--- src/fmf_pkg.sv ---
/*
  Shared constants for the FM multiplex frame-format controller: register map,
  control and status bit positions, frame layout, block field sizes and timing.
  Assumes a single 50 MHz clock shared with the decoder core.
*/
package fmf_pkg;
  localparam int CLK_HZ = 50_000_000;

  localparam int AXI_AW = 4;
  localparam logic [AXI_AW-1:0] ADDR_CTRL     = 4'h0;
  localparam logic [AXI_AW-1:0] ADDR_STATE    = 4'h4;
  localparam logic [AXI_AW-1:0] ADDR_IRQ_STAT = 4'h8;
  localparam logic [AXI_AW-1:0] ADDR_IRQ_MASK = 4'hC;
  localparam logic [1:0] RESP_OKAY   = 2'h0;
  localparam logic [1:0] RESP_SLVERR = 2'h2;

  localparam int CTRL_INTERLEAVE_BIT = 0;
  localparam int CTRL_REALTIME_BIT   = 1;
  localparam int CTRL_HALT_BIT       = 2;
  localparam logic [2:0] CTRL_RST    = 3'h0;

  localparam int FS_REALTIME_INFO_BLOCK_BIT   = 0;
  localparam int FS_HEAD_BIT   = 2;
  localparam int FS_PARITY_BIT = 3;
  localparam int FS_SYNC_BIT   = 5;

  localparam int EV_BLOCK   = 0;
  localparam int EV_HEAD    = 1;
  localparam int EV_SYNC    = 2;
  localparam int EV_TIMEOUT = 3;
  localparam int EV_N       = 4;
  localparam logic [EV_N-1:0] IRQ_MASK_RST = 4'h0;

  localparam int FRAME_BLOCKS  = 284;
  localparam int DATA_BLOCKS   = 190;
  localparam int DATA_G1_END   = 60;
  localparam int DATA_G2_END   = 130;
  localparam int PAR_G1        = 20;
  localparam int PAR_G2        = 21;
  localparam int PAR_G3        = 21;
  localparam int PAR_G4        = 20;
  localparam int REALTIME_INFO_BLOCK_GROUP    = 4;
  localparam int VERT_PACKETS  = 272;
  localparam int REALTIME_INFO_BLOCK_PACKETS  = 12;
  localparam int POS_W         = 9;

  localparam int ID_BITS   = 16;
  localparam int INFO_BITS = 176;
  localparam int CRC_BITS  = 14;
  localparam int HPAR_BITS = 82;
  localparam int CNT_W     = 8;

  localparam int BLOCK_PERIOD_MS     = 18;
  localparam int FRAME_PERIOD_MS     = 5112;
  localparam int BLOCK_PERIOD_CYC_DEF = BLOCK_PERIOD_MS * (CLK_HZ / 1000);

  typedef enum logic [1:0] {
    METH_A  = 2'b00,
    METH_A2 = 2'b01,
    METH_B  = 2'b10,
    METH_C  = 2'b11
  } fmf_method_t;

  typedef enum logic [1:0] {
    KIND_DATA   = 2'b00,
    KIND_PARITY = 2'b01,
    KIND_REALTIME_INFO_BLOCK   = 2'b10
  } fmf_kind_t;

  typedef enum logic [1:0] {
    PS_ID   = 2'b00,
    PS_INFO = 2'b01,
    PS_CRC  = 2'b10,
    PS_PAR  = 2'b11
  } fmf_parse_t;
endpackage

--- src/fmf_frame_ctrl.sv ---
/*
  Frame-format controller of an FM multiplex data decoder: AXI4-Lite register
  slave, frame-method decode, serial block parsing, frame position tracking,
  status bytes and a level interrupt.
  Assumes clk, synchronous active-high reset and ce shared with the decoder core,
  and received bits already synchronous to clk.
*/
// The register addresses and register access over AXI4-Lite were decided locally.
`timescale 1ns/100ps

// Overview of operation
// - After reset the control bits select method B.
// - The block never guesses the frame method itself; only software writes of the control bits change it.
// - With halt low, interleave and real-time high is method A, interleave high alone is A', interleave low is B.
// - With halt high the block runs method C, block data only, ignoring the other bits and skipping vertical correction.
// - In method C the frame sync, frame head and real-time flags of the first status byte read as zero.
// - In method C the parity flag and the whole block number status byte read as zero.
// - Data blocks 1 to 60 carry the third code, 61 to 130 the second and 131 to 190 the first.
// - Vertical parity groups of 20, 21, 21 and 20 blocks follow, separated by 4 real-time blocks of the second code.
// - Real-time blocks get horizontal correction but never vertical correction.
// - Vertical correction spans 272 packets per frame, leaving out the 12 real-time packets.
// - A frame is 284 block periods of 18 ms, 5.112 s in all.
module fmf_frame_ctrl #(
  parameter int          BLOCK_PERIOD_CYC = fmf_pkg::BLOCK_PERIOD_CYC_DEF,
  parameter logic [15:0] BIC1_CODE        = 16'h1111,
  parameter logic [15:0] BIC2_CODE        = 16'h2222,
  parameter logic [15:0] BIC3_CODE        = 16'h3333,
  parameter logic [15:0] BIC4_CODE        = 16'h4444
) (
  input  wire logic                       clk,
  input  wire logic                       reset,
  input  wire logic                       ce,
  input  wire logic                       s_axi_awvalid,
  output logic                            s_axi_awready,
  input  wire logic [fmf_pkg::AXI_AW-1:0] s_axi_awaddr,
  input  wire logic                       s_axi_wvalid,
  output logic                            s_axi_wready,
  input  wire logic [31:0]                s_axi_wdata,
  input  wire logic [3:0]                 s_axi_wstrb,
  output logic                            s_axi_bvalid,
  input  wire logic                       s_axi_bready,
  output logic [1:0]                      s_axi_bresp,
  input  wire logic                       s_axi_arvalid,
  output logic                            s_axi_arready,
  input  wire logic [fmf_pkg::AXI_AW-1:0] s_axi_araddr,
  output logic                            s_axi_rvalid,
  input  wire logic                       s_axi_rready,
  output logic [31:0]                     s_axi_rdata,
  output logic [1:0]                      s_axi_rresp,
  input  wire logic                       bit_valid,
  input  wire logic                       bit_data,
  output logic                            block_done,
  output logic [7:0]                      first_status_byte,
  output logic [7:0]                      block_number_status_byte,
  output logic                            vert_correct_en,
  output logic                            interleave_en,
  output fmf_pkg::fmf_method_t            method,
  output logic                            irq
);
  import fmf_pkg::*;

  localparam int TMR_W = $clog2(BLOCK_PERIOD_CYC + 1);

  function automatic logic [2:0] bic_class(input logic [15:0] code);
    bic_class = 3'h0;
    if (code == BIC1_CODE) bic_class = 3'h1;
    if (code == BIC2_CODE) bic_class = 3'h2;
    if (code == BIC3_CODE) bic_class = 3'h3;
    if (code == BIC4_CODE) bic_class = 3'h4;
  endfunction

  function automatic fmf_method_t decode_method(input logic [2:0] c);
    if (c[CTRL_HALT_BIT]) decode_method = METH_C;
    else if (!c[CTRL_INTERLEAVE_BIT]) decode_method = METH_B;
    else if (c[CTRL_REALTIME_BIT]) decode_method = METH_A;
    else decode_method = METH_A2;
  endfunction

  // Bus and interrupt state.
  logic                    aw_held_ff, nxt_aw_held;
  logic                    w_held_ff, nxt_w_held;
  logic [AXI_AW-1:0]       waddr_ff, nxt_waddr;
  logic [7:0]              wbyte_ff, nxt_wbyte;
  logic                    wlane_ff, nxt_wlane;
  logic                    awready_ff, nxt_awready;
  logic                    wready_ff, nxt_wready;
  logic                    bvalid_ff, nxt_bvalid;
  logic [1:0]              bresp_ff, nxt_bresp;
  logic                    arready_ff, nxt_arready;
  logic                    rvalid_ff, nxt_rvalid;
  logic [31:0]             rdata_ff, nxt_rdata;
  logic [1:0]              rresp_ff, nxt_rresp;
  logic [2:0]              ctrl_ff, nxt_ctrl;
  logic [EV_N-1:0]         irq_stat_ff, nxt_irq_stat;
  logic [EV_N-1:0]         irq_mask_ff, nxt_irq_mask;
  logic                    irq_ff, nxt_irq;
  logic [EV_N-1:0]         events;

  // Link and frame state.
  fmf_parse_t              pstate_ff, nxt_pstate;
  logic [CNT_W-1:0]        bitcnt_ff, nxt_bitcnt;
  logic [15:0]             idsr_ff, nxt_idsr;
  logic [2:0]              cls_ff, nxt_cls;
  logic [2:0]              prev_cls_ff, nxt_prev_cls;
  logic [POS_W-1:0]        pos_ff, nxt_pos;
  logic                    synced_ff, nxt_synced;
  logic [TMR_W-1:0]        tmr_ff, nxt_tmr;
  logic                    done_ff, nxt_done;
  logic [7:0]              fs_ff, nxt_fs;
  logic [7:0]              num_ff, nxt_num;
  logic                    vce_ff, nxt_vce;
  logic                    ilv_ff, nxt_ilv;
  fmf_method_t             meth_ff, nxt_meth;
  logic                    blk_end;
  logic                    is_head;
  logic [POS_W-1:0]        cand_pos;
  fmf_kind_t               kind;
  logic [2:0]              exp_code;
  logic [7:0]              number;

  fmf_frame_map u_map (
    .pos      (cand_pos),
    .kind     (kind),
    .exp_code (exp_code),
    .number   (number)
  );

  always_comb begin
    nxt_pstate   = pstate_ff;
    nxt_bitcnt   = bitcnt_ff;
    nxt_idsr     = idsr_ff;
    nxt_cls      = cls_ff;
    blk_end      = 1'b0;
    if (bit_valid) begin
      nxt_bitcnt = bitcnt_ff + 8'h01;
      case (pstate_ff)
        PS_ID: begin
          nxt_idsr = {idsr_ff[14:0], bit_data};
          if (bitcnt_ff == CNT_W'(ID_BITS - 1)) begin
            nxt_pstate = PS_INFO;
            nxt_bitcnt = 8'h00;
            nxt_cls    = bic_class({idsr_ff[14:0], bit_data});
          end
        end
        PS_INFO: begin
          if (bitcnt_ff == CNT_W'(INFO_BITS - 1)) begin
            nxt_pstate = PS_CRC;
            nxt_bitcnt = 8'h00;
          end
        end
        PS_CRC: begin
          if (bitcnt_ff == CNT_W'(CRC_BITS - 1)) begin
            nxt_pstate = PS_PAR;
            nxt_bitcnt = 8'h00;
          end
        end
        default: begin
          if (bitcnt_ff == CNT_W'(HPAR_BITS - 1)) begin
            nxt_pstate = PS_ID;
            nxt_bitcnt = 8'h00;
            blk_end    = 1'b1;
          end
        end
      endcase
    end

    // A third-code block right after a parity block marks the frame head.
    is_head  = (cls_ff == 3'h3) && (prev_cls_ff == 3'h4);
    cand_pos = is_head ? '0 : (pos_ff == POS_W'(FRAME_BLOCKS - 1)) ? '0 : pos_ff + 9'h001;

    nxt_meth     = decode_method(ctrl_ff);
    nxt_ilv      = (nxt_meth == METH_B);
    nxt_done     = blk_end;
    nxt_prev_cls = prev_cls_ff;
    nxt_pos      = pos_ff;
    nxt_synced   = synced_ff;
    nxt_fs       = fs_ff;
    nxt_num      = num_ff;
    nxt_vce      = vce_ff;
    nxt_tmr      = (tmr_ff == TMR_W'(BLOCK_PERIOD_CYC)) ? tmr_ff : tmr_ff + 1'b1;
    events       = '0;
    // A link with no block end for one block period drops frame lock.
    if (tmr_ff == TMR_W'(BLOCK_PERIOD_CYC - 1)) begin
      events[EV_TIMEOUT] = 1'b1;
      nxt_synced         = 1'b0;
    end
    if (blk_end) begin
      events[EV_BLOCK] = 1'b1;
      nxt_tmr          = '0;
      nxt_prev_cls     = cls_ff;
      nxt_pos          = cand_pos;
      if (is_head) begin
        events[EV_HEAD] = 1'b1;
        nxt_synced      = 1'b1;
      end else if (synced_ff && cls_ff != exp_code) begin
        events[EV_SYNC] = 1'b1;
        nxt_synced      = 1'b0;
      end
      nxt_fs                = 8'h00;
      nxt_num               = 8'h00;
      nxt_vce               = (nxt_meth != METH_C) && (kind != KIND_REALTIME_INFO_BLOCK);
      if (nxt_meth != METH_C) begin
        nxt_fs[FS_SYNC_BIT]   = nxt_synced;
        nxt_fs[FS_HEAD_BIT]   = (cand_pos == '0);
        nxt_fs[FS_REALTIME_INFO_BLOCK_BIT]   = (kind == KIND_REALTIME_INFO_BLOCK);
        nxt_fs[FS_PARITY_BIT] = (kind == KIND_PARITY);
        nxt_num               = number;
      end
    end
  end

  always_ff @(posedge clk) begin
    if (reset) begin
      pstate_ff   <= PS_ID;
      bitcnt_ff   <= '0;
      idsr_ff     <= '0;
      cls_ff      <= '0;
      prev_cls_ff <= '0;
      pos_ff      <= '0;
      synced_ff   <= 1'b0;
      tmr_ff      <= '0;
      done_ff     <= 1'b0;
      fs_ff       <= '0;
      num_ff      <= '0;
      vce_ff      <= 1'b0;
      ilv_ff      <= 1'b1;
      meth_ff     <= METH_B;
    end else if (ce) begin
      pstate_ff   <= nxt_pstate;
      bitcnt_ff   <= nxt_bitcnt;
      idsr_ff     <= nxt_idsr;
      cls_ff      <= nxt_cls;
      prev_cls_ff <= nxt_prev_cls;
      pos_ff      <= nxt_pos;
      synced_ff   <= nxt_synced;
      tmr_ff      <= nxt_tmr;
      done_ff     <= nxt_done;
      fs_ff       <= nxt_fs;
      num_ff      <= nxt_num;
      vce_ff      <= nxt_vce;
      ilv_ff      <= nxt_ilv;
      meth_ff     <= nxt_meth;
    end
  end

  always_comb begin
    nxt_aw_held  = aw_held_ff;
    nxt_w_held   = w_held_ff;
    nxt_waddr    = waddr_ff;
    nxt_wbyte    = wbyte_ff;
    nxt_wlane    = wlane_ff;
    nxt_bvalid   = bvalid_ff;
    nxt_bresp    = bresp_ff;
    nxt_rvalid   = rvalid_ff;
    nxt_rdata    = rdata_ff;
    nxt_rresp    = rresp_ff;
    nxt_ctrl     = ctrl_ff;
    nxt_irq_mask = irq_mask_ff;
    nxt_irq_stat = irq_stat_ff;
    if (s_axi_awvalid && awready_ff) begin
      nxt_aw_held = 1'b1;
      nxt_waddr   = s_axi_awaddr;
    end
    if (s_axi_wvalid && wready_ff) begin
      nxt_w_held = 1'b1;
      nxt_wbyte  = s_axi_wdata[7:0];
      nxt_wlane  = s_axi_wstrb[0];
    end
    if (s_axi_bvalid && s_axi_bready) nxt_bvalid = 1'b0;
    if (aw_held_ff && w_held_ff && !bvalid_ff) begin
      nxt_aw_held = 1'b0;
      nxt_w_held  = 1'b0;
      nxt_bvalid  = 1'b1;
      nxt_bresp   = RESP_OKAY;
      case (waddr_ff)
        ADDR_CTRL:     if (wlane_ff) nxt_ctrl = wbyte_ff[2:0];
        ADDR_IRQ_MASK: if (wlane_ff) nxt_irq_mask = wbyte_ff[EV_N-1:0];
        ADDR_STATE, ADDR_IRQ_STAT: nxt_bresp = RESP_OKAY;
        default:       nxt_bresp = RESP_SLVERR;
      endcase
    end
    if (s_axi_rvalid && s_axi_rready) nxt_rvalid = 1'b0;
    if (s_axi_arvalid && arready_ff) begin
      nxt_rvalid = 1'b1;
      nxt_rresp  = RESP_OKAY;
      nxt_rdata  = 32'h0000_0000;
      case (s_axi_araddr)
        ADDR_CTRL:     nxt_rdata[2:0] = ctrl_ff;
        ADDR_STATE:    nxt_rdata = {15'h0000, pos_ff, 5'h00, synced_ff, meth_ff};
        ADDR_IRQ_MASK: nxt_rdata[EV_N-1:0] = irq_mask_ff;
        ADDR_IRQ_STAT: begin
          nxt_rdata[EV_N-1:0] = irq_stat_ff;
          nxt_irq_stat        = '0;
        end
        default:       nxt_rresp = RESP_SLVERR;
      endcase
    end
    // A new event beats a clear-on-read in the same cycle.
    nxt_irq_stat = nxt_irq_stat | (ce ? events : '0);
    nxt_irq      = |(nxt_irq_stat & nxt_irq_mask);
    nxt_awready  = !nxt_aw_held && !nxt_bvalid;
    nxt_wready   = !nxt_w_held && !nxt_bvalid;
    nxt_arready  = !nxt_rvalid;
  end

  always_ff @(posedge clk) begin
    if (reset) begin
      aw_held_ff  <= 1'b0;
      w_held_ff   <= 1'b0;
      waddr_ff    <= '0;
      wbyte_ff    <= '0;
      wlane_ff    <= 1'b0;
      awready_ff  <= 1'b0;
      wready_ff   <= 1'b0;
      bvalid_ff   <= 1'b0;
      bresp_ff    <= RESP_OKAY;
      arready_ff  <= 1'b0;
      rvalid_ff   <= 1'b0;
      rdata_ff    <= '0;
      rresp_ff    <= RESP_OKAY;
      ctrl_ff     <= CTRL_RST;
      irq_stat_ff <= '0;
      irq_mask_ff <= IRQ_MASK_RST;
      irq_ff      <= 1'b0;
    end else if (ce) begin
      aw_held_ff  <= nxt_aw_held;
      w_held_ff   <= nxt_w_held;
      waddr_ff    <= nxt_waddr;
      wbyte_ff    <= nxt_wbyte;
      wlane_ff    <= nxt_wlane;
      awready_ff  <= nxt_awready;
      wready_ff   <= nxt_wready;
      bvalid_ff   <= nxt_bvalid;
      bresp_ff    <= nxt_bresp;
      arready_ff  <= nxt_arready;
      rvalid_ff   <= nxt_rvalid;
      rdata_ff    <= nxt_rdata;
      rresp_ff    <= nxt_rresp;
      ctrl_ff     <= nxt_ctrl;
      irq_stat_ff <= nxt_irq_stat;
      irq_mask_ff <= nxt_irq_mask;
      irq_ff      <= nxt_irq;
    end
  end

  assign s_axi_awready            = awready_ff;
  assign s_axi_wready             = wready_ff;
  assign s_axi_bvalid             = bvalid_ff;
  assign s_axi_bresp              = bresp_ff;
  assign s_axi_arready            = arready_ff;
  assign s_axi_rvalid             = rvalid_ff;
  assign s_axi_rdata              = rdata_ff;
  assign s_axi_rresp              = rresp_ff;
  assign block_done               = done_ff;
  assign first_status_byte        = fs_ff;
  assign block_number_status_byte = num_ff;
  assign vert_correct_en          = vce_ff;
  assign interleave_en            = ilv_ff;
  assign method                   = meth_ff;
  assign irq                      = irq_ff;
endmodule

--- src/fmf_frame_map.sv ---
/*
  Frame layout map: turns a block position within the 284-block frame into its
  kind, its expected identification code class and its data or parity number.
  Purely combinational; the caller registers the results.
*/
`timescale 1ns/100ps
module fmf_frame_map (
  input  wire logic [fmf_pkg::POS_W-1:0] pos,
  output fmf_pkg::fmf_kind_t             kind,
  output logic [2:0]                     exp_code,
  output logic [7:0]                     number
);
  import fmf_pkg::*;

  localparam int P1S = DATA_BLOCKS;
  localparam int R1S = P1S + PAR_G1;
  localparam int P2S = R1S + REALTIME_INFO_BLOCK_GROUP;
  localparam int R2S = P2S + PAR_G2;
  localparam int P3S = R2S + REALTIME_INFO_BLOCK_GROUP;
  localparam int R3S = P3S + PAR_G3;
  localparam int P4S = R3S + REALTIME_INFO_BLOCK_GROUP;

  int p;

  always_comb begin
    p        = int'(pos);
    kind     = KIND_PARITY;
    exp_code = 3'h4;
    number   = 8'h00;
    if (p < DATA_G1_END) begin
      kind     = KIND_DATA;
      exp_code = 3'h3;
      number   = 8'(p + 1);
    end else if (p < DATA_G2_END) begin
      kind     = KIND_DATA;
      exp_code = 3'h2;
      number   = 8'(p + 1);
    end else if (p < DATA_BLOCKS) begin
      kind     = KIND_DATA;
      exp_code = 3'h1;
      number   = 8'(p + 1);
    end else if ((p >= R1S && p < P2S) || (p >= R2S && p < P3S) || (p >= R3S && p < P4S)) begin
      kind     = KIND_REALTIME_INFO_BLOCK;
      exp_code = 3'h2;
    end else if (p < R1S) begin
      number = 8'(p - P1S + 1);
    end else if (p < R2S) begin
      number = 8'(p - P2S + PAR_G1 + 1);
    end else if (p < R3S) begin
      number = 8'(p - P3S + PAR_G1 + PAR_G2 + 1);
    end else begin
      number = 8'(p - P4S + PAR_G1 + PAR_G2 + PAR_G3 + 1);
    end
  end
endmodule

--- config.mk ---
export PLATFORM = sky130hd
export DESIGN_NAME = fmf_frame_ctrl
export DESIGN_NICKNAME = d
export VERILOG_FILES = /design/src/fmf_pkg.sv /design/src/fmf_frame_ctrl.sv /design/src/fmf_frame_map.sv
export SDC_FILE = /design/constraint.sdc
export NUM_CORES = 1
export LEC_CHECK = 0
export ABC_AREA = 1
export BUFFER_PORTS_ARGS = -buffer_cell sky130_fd_sc_hd__buf_2
export CAP_MARGIN = 25
export CORE_ASPECT_RATIO = 0.7
export CORE_MARGIN = 1.5
export CORE_UTILIZATION = 30
export CTS_BUF_LIST = sky130_fd_sc_hd__clkbuf_4
export CTS_CLUSTER_SIZE = 14
export DETAILED_ROUTE_END_ITERATION = 16
export PLACE_DENSITY = 0.45
export SKIP_LAST_GASP = 1
export SLEW_MARGIN = 20
export SYNTH_ARGS = -nofsm -noshare
export SYNTH_HDL_FRONTEND = slang
export SYNTH_SLANG_ARGS = --single-unit
--- constraint.sdc ---
create_clock -name clk -period 3.9 [get_ports clk]
set_input_delay 0.78 -clock clk [delete_from_list [all_inputs] [get_ports clk]]
set_output_delay 0.78 -clock clk [all_outputs]
set_load 0.02 [all_outputs]
After elaboration in Yosys (flattened, before gate mapping):

Index checks and enable logic that the tools add are counted.

* register bits after elaboration: 142
* input bits: 54
* output and inout port bits: 63
* word-level logic and storage cells: 207

* $add $sub $neg: 18
* $lt $le $gt $ge: 12
* eq/ne operators: 31
* mux-type cells: 71
* bitwise operators: 2
* reductions and logical operators: 42

Operators by type and width (count)
* 2-to-1 mux 8 bit: 12
* less-than comparator 9 x 8 -> 1 bit, second input constant: 6
* adder 8 x 6 -> 8 bit, second input constant: 6
* == test 20 bit, second input constant: 2
* 2-to-1 mux 20 bit: 2
* adder 8 x 2 -> 8 bit, second input constant: 4
* == test 16 x 14 -> 1 bit, second input constant: 2
* 2-to-1 mux 2 bit: 13
* 2-to-1 mux 3 bit: 8
* 2-to-1 mux 4 bit: 6
* one-hot mux 8 bit (3 select lines): 1
* subtractor 8 bit, second input constant: 3
* 2-to-1 mux 1 bit: 23
* adder 20 x 1 -> 20 bit, second input constant: 1
* >= comparator 9 x 8 -> 1 bit, second input constant: 2
* less-than comparator 9 bit, second input constant: 2
* 2-to-1 mux 9 bit: 2
* adder 8 x 1 -> 8 bit, second input constant: 2
* == test 16 x 13 -> 1 bit, second input constant: 1
* == test 16 x 15 -> 1 bit, second input constant: 1
* == test 4 bit, second input constant: 4
* == test 8 x 4 -> 1 bit, second input constant: 2
* logical AND 1 bit: 15
* AND reduction 2 bit: 7
* other kinds (31): 49

Depth between registers and ports, before layout:

* word-level depth: 20
* depth in mapped cells: 23

Hierarchy:

A second synthesis with hierarchy kept.

* cells, all modules: 1094
* area, all modules: 7287.0 µm²

By module, submodules not included
* fmf_frame_ctrl: times used 1, cells each 895, area an instance 6251.0 µm², seq. area each 2422.3 µm²
* fmf_frame_map: times used 1, cells each 199, area an instance 1036.0 µm², seq. area each 0.0 µm²

Worst setup path after synthesis:

OpenSTA, ideal clock, no wires.

* path type: register to register
* start point: register pos_ff[1]
* end point: register irq_stat_ff[2]
* library setup time: 0.113 ns
* arrival: 2.369 ns
* required time: 3.787 ns
* setup slack: 1.418 ns
* stages on the path, launching flop included: 22
* path buffers: 0
* cells stage by stage: dfxtp_1 ha_1 nand2_1 nor2_2 nand2_4 nand2_4 inv_1 nand2_2 inv_1 ha_1 nand3_1 nand3_1 nand2_1 nand3_2 nor2_4 nand2_2 nand2_1 nand3_1 nand2_1 nand2_1 o21ai_1 inv_1

* longest elaborated chain between the ends: 18
* elaborated cells between the ends (all ways): 29

Ends and longest elaborated chain
* start: declaration: RTL line fmf_frame_ctrl.sv:105 `logic [POS_W-1:0] pos_ff, nxt_pos;`
* start signal: assignment: RTL line fmf_frame_ctrl.sv:234 `pos_ff <= nxt_pos;`
* == test 9 bit (*): RTL line fmf_frame_ctrl.sv:169 `cand_pos = is_head ? '0 : (pos_ff == POS_W'(FRAME_BLOCKS - 1)) ? '0 : pos_ff + 9'h001;`
* 2-to-1 mux 9 bit (*) (2 in series): RTL line fmf_frame_ctrl.sv:169
* named net cand_pos[0]: RTL line fmf_frame_ctrl.sv:116 `logic [POS_W-1:0] cand_pos;`
* >= comparator 9 x 8 -> 1 bit or less-than comparator 9 x 8 -> 1 bit (tied branches): RTL line fmf_frame_map.sv:42 `end else if ((p >= R1S && p < P2S) || (p >= R2S && p < P3S) || (p >= R3S && p < P4S)) begin`
* logical AND 1 bit: RTL line fmf_frame_map.sv:42
* logical OR 1 bit (2 in series): RTL line fmf_frame_map.sv:42
* 2-to-1 mux 3 bit: RTL line fmf_frame_map.sv:42
* 2-to-1 mux 3 bit: RTL line fmf_frame_map.sv:38 `end else if (p < DATA_BLOCKS) begin`
* 2-to-1 mux 3 bit: RTL line fmf_frame_map.sv:34 `end else if (p < DATA_G2_END) begin`
* 2-to-1 mux 3 bit (*): RTL line fmf_frame_map.sv:30 `if (p < DATA_G1_END) begin`
* inequality test 3 bit (*): RTL line fmf_frame_ctrl.sv:195 `end else if (synced_ff && cls_ff != exp_code) begin`
* logical AND 1 bit (*): RTL line fmf_frame_ctrl.sv:195
* 2-to-1 mux 1 bit (*): RTL line fmf_frame_ctrl.sv:195
* 2-to-1 mux 1 bit (*): RTL line fmf_frame_ctrl.sv:192 `if (is_head) begin`
* 2-to-1 mux 3 bit (*): RTL line fmf_frame_ctrl.sv:187 `if (blk_end) begin`
* 2-to-1 mux 4 bit (*): RTL line fmf_frame_ctrl.sv:299 `nxt_irq_stat = nxt_irq_stat | (ce ? events : '0);`
* OR 4 bit (*): RTL line fmf_frame_ctrl.sv:299
* end signal: assignment: RTL line fmf_frame_ctrl.sv:340 `irq_stat_ff <= nxt_irq_stat;`
* end: declaration: RTL line fmf_frame_ctrl.sv:94 `logic [EV_N-1:0] irq_stat_ff, nxt_irq_stat;`

The timed path passes the listed nets; every way through them passes the cells marked *.
A chain may end at the register's enable or synchronous reset.

Worst setup path in the final report:

* start point: register pos_ff[1]
* end point: register fs_ff[5] (netlist: first_status_byte[5])

* longest elaborated chain between the ends: 16
* elaborated cells between the ends (all ways): 27

Ends and longest elaborated chain
* == test 9 bit (*): RTL line fmf_frame_ctrl.sv:169
* 2-to-1 mux 9 bit (*) (2 in series): RTL line fmf_frame_ctrl.sv:169
* named net cand_pos[0]: RTL line fmf_frame_ctrl.sv:116
* >= comparator 9 x 8 -> 1 bit or less-than comparator 9 x 8 -> 1 bit (tied branches): RTL line fmf_frame_map.sv:42
* logical AND 1 bit: RTL line fmf_frame_map.sv:42
* logical OR 1 bit (2 in series): RTL line fmf_frame_map.sv:42
* 2-to-1 mux 3 bit: RTL line fmf_frame_map.sv:42
* 2-to-1 mux 3 bit: RTL line fmf_frame_map.sv:38
* 2-to-1 mux 3 bit: RTL line fmf_frame_map.sv:34
* 2-to-1 mux 3 bit (*): RTL line fmf_frame_map.sv:30
* inequality test 3 bit (*): RTL line fmf_frame_ctrl.sv:195
* logical AND 1 bit (*): RTL line fmf_frame_ctrl.sv:195
* 2-to-1 mux 1 bit (*): RTL line fmf_frame_ctrl.sv:195
* 2-to-1 mux 1 bit (*): RTL line fmf_frame_ctrl.sv:192
* 2-to-1 mux 1 bit (*): RTL line fmf_frame_ctrl.sv:202 `if (nxt_meth != METH_C) begin`
* end signal: assignment: RTL line fmf_frame_ctrl.sv:238 `fs_ff <= nxt_fs;`
* end: declaration: RTL line fmf_frame_ctrl.sv:109 `logic [7:0] fs_ff, nxt_fs;`

Marked as above.

==> out/results.env <==
FINAL-SETUP-VIOL-COUNT=0
YS_FLOP_TYPE='sky130_fd_sc_hd__dfxtp_1'
CRIT_REQUIRED_NS=4.38
ENDPOINT_KIND='flop'
CTS_RESIZED=0
AREA_FRACTION_OF_THE_DOMINANT_CELL_TYPE_AFTER_SYNTHESIS_PCT=35.98
POST_SYNTH_INST_COUNT=969
WORST-PATH-MAX-FANOUT=8
START_UTIL_PCT=30.82
FIN_CELLS=1327
CTS.HTREE.LEVELS=4
TIMING.SETUP.TNS_NS=0
STD_CELL_ROWS=45
POSTROUTEANTENNANETS=0
CORE_REGION_AREA_UM2=21850
POSTLAYOUTCELLAREA_UM2=7559
CTS.REPORTEDPATHS.CLKPINSLEW_NS=0.11
CLK_PATH_BUF_DEPTH=2
CRITICAL_PATH.STARTPOINT_TYPE='flop'
PORTBUFFERS=60
NUMBER_OF_ANTENNA_VIOLATIONS_AT_THE_FIRST_CHECK_IN_GLOBAL_ROUTING=1
SYNTH.YOSYS.WARNINGS=0
POSTSYNTHREGISTERBITS=121
WORST_REL_SLEW_SLACK_PCT=55.29
LAYOUT-DRIVE-GT1-SHARE_PCT=14.66
MAPPEDNETLISTAREA_UM2=6733
GRT.OVERFLOW.TOTAL=0
TRITONCTS='yes'
IR_WORST_VDD_uV=166.2
SYNTH.DISTINCT_CELLS=53
CTS.HOLD.BUFFERS_ADDED=0
POSTCTSSETUPBUFFERS=0
CTS_NUM_SINKS=121
YOSYSSEQAREASHARE_PCT=35.98
HOLD_VIOL_FINAL=0
DRT-PASS1-ITER-COUNT=8
POWER.STATIC_LEAKAGE_uW=0.003158
LAYOUT_WORST_PATH_CYCLE_SHARE_PCT=79.95
CP.ARRIVAL_NS=3.60
GP_ROUTABILITY_CONGESTION=0.8396
CLKLATENCYLATEPIN_NS=0.55
TIMING.SETUP.CRITICAL_PATH_CLASS='flop to flop'
DRTITER0DRC=527
HP-CLASS='flop to flop'
SKEW_NS=0.02809
POWERDENSITY_nW_PER_UM2=323.7
AREAGROWTHSYNTHTOFINISH_PCT=12.27
GR-USAGE-ALL-LAYERS_PCT=16.53
RUN_STATUS='finished clean'
VIAS_IN_THE_FIRST_GLOBAL_ROUTE=5661
DPL_CELL_AREA_UM2=7266
HIGHEST_CLOCK_RATE_MHz=320.7
DRT-WIRELENGTH-PER-CELL_UM=13.99
ROOT_BUFFER='sky130_fd_sc_hd__clkbuf_4'
TOTALWIRELENGTH_MM=18.57
NUM_VIAS=6234
DIE_H_UM=128.3
FLOORPLAN.DIE.WIDTH_UM=182.1
POST-PLACE-CELLS=1298
FINAL.MIN_CLOCK_PERIOD_NS=3.118
REPORT.FINAL.SLEW_VIOL_COUNT=0
RSZ0062_AT_GRT='no'
HPWLAFTERDP_MM=13.77
MAXCAPVIOLCOUNT=0
DESIGN.FINAL.NETS=1100
ASYNCSETRESETFLOPFRACSYNTH_PCT=0
DETAIL_ROUTE.DRC_VIOLATIONS=0
VIAS_PER_CELL=4.698
SYNTHESIS.AREA_PER_INSTANCE_UM2=6.948
FLOORPLAN.DIE_AREA_UM2=23360
NETLIST_TOP_CELLS_AREA='sky130_fd_sc_hd__dfxtp_1 36%, sky130_fd_sc_hd__nand2_1 11%, sky130_fd_sc_hd__inv_1 6.9%'
GRT_PASS1_WL_MM=30.41
YOSYSTOPAREACELL='sky130_fd_sc_hd__dfxtp_1'
CTS_BUF_COUNT=17
GRT_START_MAX_NET_PINS=48
WORST_SLEW_PIN_SLEW_NS=0.6656
NUMBER_OF_ENABLE_TYPE_REGISTER_CELLS_IN_THE_SYNTHESIZED_NETLIST=0
FLOORPLAN.IO_PINS=117
==> registers in the layout (all words and copies together) (netlist names), 8 cells and up <==
| name | flops |
|---|---|
| tmr_ff | 20 |
| idsr_ff | 15 |
| block_number_status_byte | 8 |
| s_axi_rdata | 13 |
| bitcnt_ff | 8 |
| pos_ff | 9 |
==> path summary, 6_finish.rpt <==
path	to	cells past startpoint	slack (ns)	from
worst max-delay path	first_status_byte[5]	19	0.78	pos_ff[1]
worst min register to register	block_number_status_byte[6]	2	0.45	block_number_status_byte[6]
worst min-delay path	block_number_status_byte[6]	2	0.45	block_number_status_byte[6]
worst max register to register	first_status_byte[5]	19	0.78	pos_ff[1]
==> routing by layer <==
layer	vias to the layer above	routed length, um	global-route usage, %
met4	0	169	4.327
met1	2797	10780	26.18
li1	3280	-	-
met3	13	958	4.500
met2	144	6655	21.12
met5	-	0	0
==> layout make-up <==
class | count | area [um2]
Fill cell | 2406 | 14290
Multi-Input combinational cell | 689 | 3591
Sequential cell | 121 | 2422
Inverter | 133 | 501.7
Timing Repair Buffer | 73 | 397.9
Tap cell | 282 | 352.8
Clock inverter | 10 | 155.1
Clock buffer | 18 | 135.1
Antenna cell | 1 | 2.502
==> cell usage after synthesis, drive strengths merged (2+ instances only) <==
master,instances
a211oi,4
a21oi,79
a221oi,2
a22o,2
a31oi,5
buf,31
clkbuf,19
clkinv,2
dfxtp,121
ha,11
inv,131
nand2,203
nand3,56
nand4,18
nor2,100
nor3,32
nor3b,2
nor4,10
o2111ai,4
o211ai,2
o21ai,92
o22ai,10
o31ai,3
xor2,19
==> logic make-up (layout without fill, tap and decap cells) <==
| kind of cell | count (synthesis) | count (layout) | synth area share, % |
|---|---|---|---|
| other cells | 1 | 26 | 0.05570 |
| buf+inv | 183 | 234 | 12.02 |
| xor+xnor | 19 | 19 | 2.472 |
| flops | 121 | 121 | 35.98 |
| fa+ha+maj | 11 | 11 | 2.044 |
| simple gates | 423 | 423 | 29.77 |
| compound gates | 211 | 211 | 17.65 |
==> where the power goes <==
part	switching (uW)	internal (uW)	leakage, uW
logic	126	51.1	0.00202
registers	21.7	1270	0.000982
clock network	484	498	0.000159
total	631	1810	0.00316
==> placed cells by master, fill, tap and decap left out, drive strengths merged, types with 2 or more instances in the layout <==
master	instances
o2111ai	4
inv	131
o31ai	3
o21ai	92
buf	73
o22ai	10
clkbuf	18
nor2	100
a21oi	79
o211ai	2
a221oi	2
xor2	19
bufinv	4
nor3	32
nor4	10
clkinv	8
nand4	18
nand2	203
nor3b	2
nand3	56
dfxtp	121
conb	25
a22o	2
ha	11
a211oi	4
a31oi	5
==> stage by stage <==
step                setup slack (ns)  hold slack (ns)  utilization (%)  power (uW)
floorplan                      1.418           0.4236                -        1454
global placement              0.8488           0.4334            33.26        1494
detailed placement            0.8404           0.4340            33.26        1493
CTS                           0.7469           0.4358            34.59        2490
global route                  0.4713           0.4463            34.60        2571
finish                        0.7818           0.4522            34.60        2446
==> worst max-delay path, stage by stage (launching register included) <==
cell,delay [ns]
sky130_fd_sc_hd__dfxtp_1,0.46
sky130_fd_sc_hd__ha_1,0.28
sky130_fd_sc_hd__nand2_1,0.09
sky130_fd_sc_hd__nor2_2,0.15
sky130_fd_sc_hd__nand2_4,0.12
sky130_fd_sc_hd__nand2_4,0.13
sky130_fd_sc_hd__inv_1,0.08
sky130_fd_sc_hd__nand2_2,0.15
sky130_fd_sc_hd__inv_1,0.10
sky130_fd_sc_hd__ha_1,0.24
sky130_fd_sc_hd__nand3_1,0.10
sky130_fd_sc_hd__nand3_1,0.10
sky130_fd_sc_hd__nand2_1,0.11
sky130_fd_sc_hd__nand3_2,0.11
sky130_fd_sc_hd__nor2_4,0.17
sky130_fd_sc_hd__nand2_2,0.05
sky130_fd_sc_hd__nand2_1,0.08
sky130_fd_sc_hd__nand4_1,0.14
sky130_fd_sc_hd__a21oi_1,0.27
sky130_fd_sc_hd__a21o_1,0.12
(Power assumes the default switching activity.)
